[src/rtl/alc_pkg.sv]
// Purpose: constants for the alternate-space access legality checker
// Assumes: 8-bit space identifiers, 64-bit addresses and data
// Notes: twin, commit and scratchpad space identifier values and the scratchpad index field live here
//
// Overview of operation
// RULE1: twin spaces 26/2E with twin load use real address, no context.
// RULE2: twin spaces E2/EA use primary context, E3/EB secondary, virtual address.
// RULE3: 26/E2/E3 big-endian when invert bit 0; 2E/EA/EB reversed.
// RULE4: twin space with twin load faults misaligned unless 16-byte aligned.
// RULE5: twin space with other instruction raises invalid space, never misaligned.
// RULE6: block spaces with double float load/store need 64-byte alignment.
// RULE7: commit-only block spaces with double float load follow that load's own handling.
// RULE8: block space with other instruction raises invalid space, no misaligned.
// RULE9: masked store spaces C0-C5, C8-CD with float store need 8-byte alignment.
// RULE10: float store immediate form with masked store space is illegal instruction.
// RULE11: masked store space with other instruction raises invalid space only; code defers a double float load to the load instead.
// RULE12: short float spaces D0-D3, D8-DB; 16-bit ones need halfword alignment.
// RULE13: short float space with other instruction raises invalid space, no misaligned.
// RULE14: eight 64-bit scratchpad registers read and written via scratchpad space.
// RULE15: scratchpad contents change only by software writes.
// RULE16: scratchpads 4-7 fully, slowly, or not accessible; inaccessible raises invalid space.
// RULE17: scratchpad space only with 64-bit alt load/store, else invalid space.
// RULE18: any fault aborts the access and reports exactly one cause.
package alc_pkg;
  localparam int ASI_W = 8;
  localparam logic [7:0] SP_TWIN_REAL = 8'h26;
  localparam logic [7:0] SP_TWIN_REAL_LE = 8'h2E;
  localparam logic [7:0] SP_TWIN_PRI = 8'hE2;
  localparam logic [7:0] SP_TWIN_SEC = 8'hE3;
  localparam logic [7:0] SP_TWIN_PRI_LE = 8'hEA;
  localparam logic [7:0] SP_TWIN_SEC_LE = 8'hEB;
  localparam logic [7:0] SP_SCRATCH = 8'h20;
  localparam logic [7:0] SP_COMMIT_P = 8'hE0;
  localparam logic [7:0] SP_COMMIT_S = 8'hE1;
  localparam logic [3:0] ALIGN16_MASK = 4'hF;
  localparam logic [5:0] ALIGN64_MASK = 6'h3F;
  localparam logic [2:0] ALIGN8_MASK = 3'h7;
  localparam logic ALIGN2_MASK = 1'b1;
  // scratchpad index taken from address bits [5:3]
  localparam int SCR_IDX_LSB = 3;
  localparam int SCR_COUNT = 8;
  localparam logic [63:0] SCR_RESET = 64'h0000_0000_0000_0000;
  // per-register access modes for scratchpads 4..7
  localparam logic [1:0] SCR_FULL = 2'h0;
  localparam logic [1:0] SCR_SLOW = 2'h1;
  localparam logic [1:0] SCR_NONE = 2'h2;
  localparam int SLOW_CYCLES = 4;

  typedef enum logic [2:0] {
    OP_TWIN_LOAD,
    OP_DF_LOAD,
    OP_DF_STORE,
    OP_X_LOAD,
    OP_X_STORE,
    OP_PREFETCH,
    OP_OTHER_ALT
  } alc_op_t;

  typedef enum logic [2:0] {
    CAUSE_NONE,
    CAUSE_INVALID_ASI,
    CAUSE_MISALIGN,
    CAUSE_ILLEGAL,
    CAUSE_DF_MISALIGN
  } alc_cause_t;

  typedef enum logic [1:0] {
    CTX_NONE,
    CTX_PRIMARY,
    CTX_SECONDARY
  } alc_ctx_t;
endpackage : alc_pkg

[src/rtl/alc_scratch_mem.sv]
// Purpose: eight-word scratchpad store with registered read data
// Assumes: one access per cycle
// Notes: contents change only on write strobe or reset
module alc_scratch_mem #(
  parameter int DEPTH = 8,
  parameter int WIDTH = 64
) (
  input wire logic clk,
  input wire logic rst_n,
  input wire logic wr_en,
  input wire logic rd_en,
  input wire logic [$clog2(DEPTH)-1:0] idx,
  input wire logic [WIDTH-1:0] wr_data,
  output logic [WIDTH-1:0] rd_data
);
  logic [WIDTH-1:0] mem [DEPTH];

  // RULE15: software writes only
  always_ff @(posedge clk or negedge rst_n) begin
    if (!rst_n) begin
      for (int k = 0; k < DEPTH; k++) begin
        mem[k] <= alc_pkg::SCR_RESET;
      end
    end else if (wr_en) begin
      mem[idx] <= wr_data;
    end
  end

  // registered read port
  always_ff @(posedge clk or negedge rst_n) begin
    if (!rst_n) begin
      rd_data <= alc_pkg::SCR_RESET;
    end else if (rd_en) begin
      rd_data <= mem[idx];
    end
  end
endmodule : alc_scratch_mem

[config.mk]
export PLATFORM = sky130hd
export DESIGN_NAME = alc_scratch_mem
export DESIGN_NICKNAME = d
export VERILOG_FILES = /design/src/rtl/alc_pkg.sv /design/src/rtl/alc_scratch_mem.sv
export SDC_FILE = /design/constraint.sdc
export NUM_CORES = 1
export LEC_CHECK = 0
export BUFFER_PORTS_ARGS = -buffer_cell sky130_fd_sc_hd__buf_2
export CAP_MARGIN = 5
export CELL_PAD_IN_SITES_DETAIL_PLACEMENT = 0
export CELL_PAD_IN_SITES_GLOBAL_PLACEMENT = 2
export CORE_ASPECT_RATIO = 0.6
export CORE_UTILIZATION = 37
export DETAILED_ROUTE_END_ITERATION = 16
export PLACE_DENSITY_LB_ADDON = 0.15
export RECOVER_POWER = 25
export SYNTH_ARGS = -nofsm -noshare
export SYNTH_HDL_FRONTEND = slang
export SYNTH_SLANG_ARGS = --single-unit
[constraint.sdc]
create_clock -name clk -period 1.76 [get_ports clk]
set_input_delay 0.088 -clock clk [delete_from_list [all_inputs] [get_ports clk]]
set_output_delay 0.088 -clock clk [all_outputs]
set_load 0.005 [all_outputs]
==> flow_summary_export.csv <==
group,metric,value,unit
run_status,outcome,"completed",
place,dp_slack,98.1,ps
route,detail_route.wl_per_cell,22.9,um
yosys,synth-seq-area-share,56.2,%
route,via_count,15900,
setup_path,start_kind,"input pin",
place,place_inst,2818,
finish,fillerInstances,6132,
clock_tree,clock-sinks,576,
yosys,yosys-top-cells-area,"dfrtp_1 (56%), mux2_2 (26%), mux2i_1 (3.6%)",
finish,final_cell_count_no_fill,2991,
yosys,ys_ff_latch,576,
setup_path,cp_max_fo,26,
yosys,synth-edff-count,0,
floorplan,initial_utilization,37.6,%
yosys,yosys_warnings,0,
setup_path,cp-end-kind,"flop",
grt,grt_usage,19.9,%
finish,drive_above_1_share,44.8,%
yosys,synth.most_common_cell,"mux2_2",
yosys,syn_area,25600,sq um
yosys,avgSynthCellArea,14.1,sq um
floorplan,die_h,206,um
floorplan,io-pin-count,135,
power_and_ir_drop,static-leakage-power,13.1,nW
grt,grt_pass1_wl,107,mm
route,vias_per_cell,5.33,
grt,grt_pass1_vias,17100,
timing,hold_viol,0,
clock_tree,clockBufferDepth,3,
power_and_ir_drop,power,36.7,mW
timing,rsz0062_at_grt,"false",
setup_path,required,2260,ps
floorplan,die_w,342,um
route,drt-initial-drc-count,747,
route,drc,0,
timing,maxSlewViolCount,0,
floorplan,core,68200,sq um
clock_tree,clk_latency,630,ps
clock_tree,cts_buffers,57,
clock_tree,cts_tree,"done",
finish,fin_nets,2106,
run,maxCapViolCount,0,
finish,area_growth,19.9,%
floorplan,die-area,70400,sq um
timing,finalSetupViolCount,0,
timing,fin_crit_sh,89.5,%
route,drt-total-wl,68.6,mm
grt,antenna_found_initial,4,
setup_path,crit_arrival,2070,ps
yosys,syn-num-nets,1890,
yosys,syn_inst,1819,
yosys,synth_top_area_share,56.2,%
yosys,synth-main-ff-cell,"dfrtp_1",
power_and_ir_drop,power_density,1190,nW/um^2
timing,timing.max_slew.rel_slack,46.9,%
yosys,synth_top_area_cell,"dfrtp_1",
setup_path,critPathKind,"input pin to flop",
route,first_pass_iters,4,
timing,fmax,635,MHz
route,antenna_left,0,
timing,tns,0,ps
timing,min_period,1580,ps
timing,tightest_slew,797,ps
place,numPortBuffers,134,
clock_tree,clk_pin_slew,60,ps
clock_tree,htree_num_levels,2,
yosys,async_flop_share,100,%
power_and_ir_drop,ir_worst_vdd,0.710,mV
grt,grt_max_degree,70,
place,gp_congestion,0.716,
grt,overflow,0,
clock_tree,cts_setup_buffers,0,
timing,finalClockSkew,17.3,ps
place,dp.final_hpwl,41.1,mm
floorplan,rows,74,
yosys,synthTopCellsByCount,"mux2_2 (603), dfrtp_1 (576), mux2i_1 (91), a21oi_1 (64)",
hold_path,min_path_type,"input pin to flop",
timing,fin_ws,184,ps
clock_tree,root_buffer,"clkbuf_16",
yosys,yosysUniqueCellTypes,29,
[power by group]
part	leakage, nW	internal, mW	switching, mW
combinational	5.27	3.74	2.56
sequential	6.89	16.1	1.43
clock	0.972	7.56	5.28
total	13.1	27.4	9.27
[per-layer routing]
| metal | vias to the layer above | global-route usage, % | wire (um) |
|---|---|---|---|
| met2 | 180 | 30.9 | 30800 |
| met3 | 84 | 2.91 | 2050 |
| met1 | 8480 | 29.3 | 34700 |
| met4 | 4 | 4.29 | 991 |
| li1 | 7194 | - | - |
| met5 | - | 0 | 23 |
[cell type report]
| type | instances | area (sq um) | share of cell area [%] |
|---|---|---|---|
| Antenna cell | 2 | 5.00 | 0.0163 |
| Clock buffer | 91 | 1810 | 5.88 |
| Clock inverter | 10 | 158 | 0.513 |
| Multi-Input combinational cell | 1098 | 10500 | 34.1 |
| Sequential cell | 576 | 14400 | 46.9 |
| Tap cell | 912 | 1140 | 3.71 |
| Timing Repair Buffer | 302 | 2720 | 8.86 |
[layout by cell type (no fill, tap or decap), types with 2 or more instances in the layout]
master	Yosys	layout
dfrtp_1	576	576
clkbuf_1	48	17
dlygate4sd3_1	0	69
nor2_1	30	29
clkinv_2	0	4
a211oi_1	27	27
nor3b_1	38	36
buf_2	58	129
buf_12	0	49
clkbuf_16	0	59
a21oi_1	64	64
o32a_1	27	27
diode_2	0	2
o21ai_0	63	63
buf_4	29	37
mux2_2	603	603
mux2_1	8	8
mux2i_1	91	91
bufinv_16	0	4
clkbuf_4	1	2
clkbuf_2	0	5
nor3b_2	0	2
nand4b_1	2	2
a22oi_1	63	63
buf_6	6	3
clkbuf_8	0	21
mux4_2	2	2
o22ai_1	36	36
o22a_1	36	36
buf_8	0	2
[worst paths after layout]
kind | cells after the start | slack, ps | end | startpoint
worst max-delay path | 7 | 180 | mem[385]$_DFFE_PN0P_ | idx[1]
worst min-delay path | 5 | 190 | rd_data[53]$_DFFE_PN0P_ | idx[0]
worst max register to register | 4 | 400 | rd_data[47]$_DFFE_PN0P_ | mem[175]$_DFFE_PN0P_
worst min register to register | 1 | 480 | mem[457]$_DFFE_PN0P_ | mem[457]$_DFFE_PN0P_
max in group asynchronous | 4 | 240 | mem[144]$_DFFE_PN0P_ | rst_n
min in group asynchronous | 3 | 490 | mem[448]$_DFFE_PN0P_ | rst_n
[worst max-delay path: stages]
cell,delay (ps)
dlygate4sd3_1,550
buf_6,160
nand2b_1,240
nor3b_2,250
buf_4,170
buf_12,220
mux2_2,370
[what timing repair did]
action	4_1_cts	5_1_grt
hold endpoints to repair	1096	0
setup endpoints to repair	0	0
gates resized for setup	0	0
hold buffers	70	0
[cells by family after synthesis]
logic type	after synthesis	synth area share, %
and+or+nand+nor	78	1.89
AOI/OAI and AO/OA	316	8.28
buffers and inverters	145	3.02
muxes	704	30.6
DFF	576	56.2
[sequential cells by signal, summed over array words and instances (netlist names)]
| name | count |
|---|---|
| mem | 512 |
| rd_data | 64 |
[stage by stage]
| stage | util (%) | hold WS, ps | instance area (sq um) |
|---|---|---|---|
| floorplan | - | -208 | 25600 |
| global placement | 41.2 | 50.0 | 28100 |
| detailed placement | 41.2 | 45.4 | 28100 |
| CTS | 45.2 | 155 | 30800 |
| global route | 45.0 | 207 | 30700 |
| finish | 45.0 | 193 | 30700 |
(Power assumes the default switching activity.)
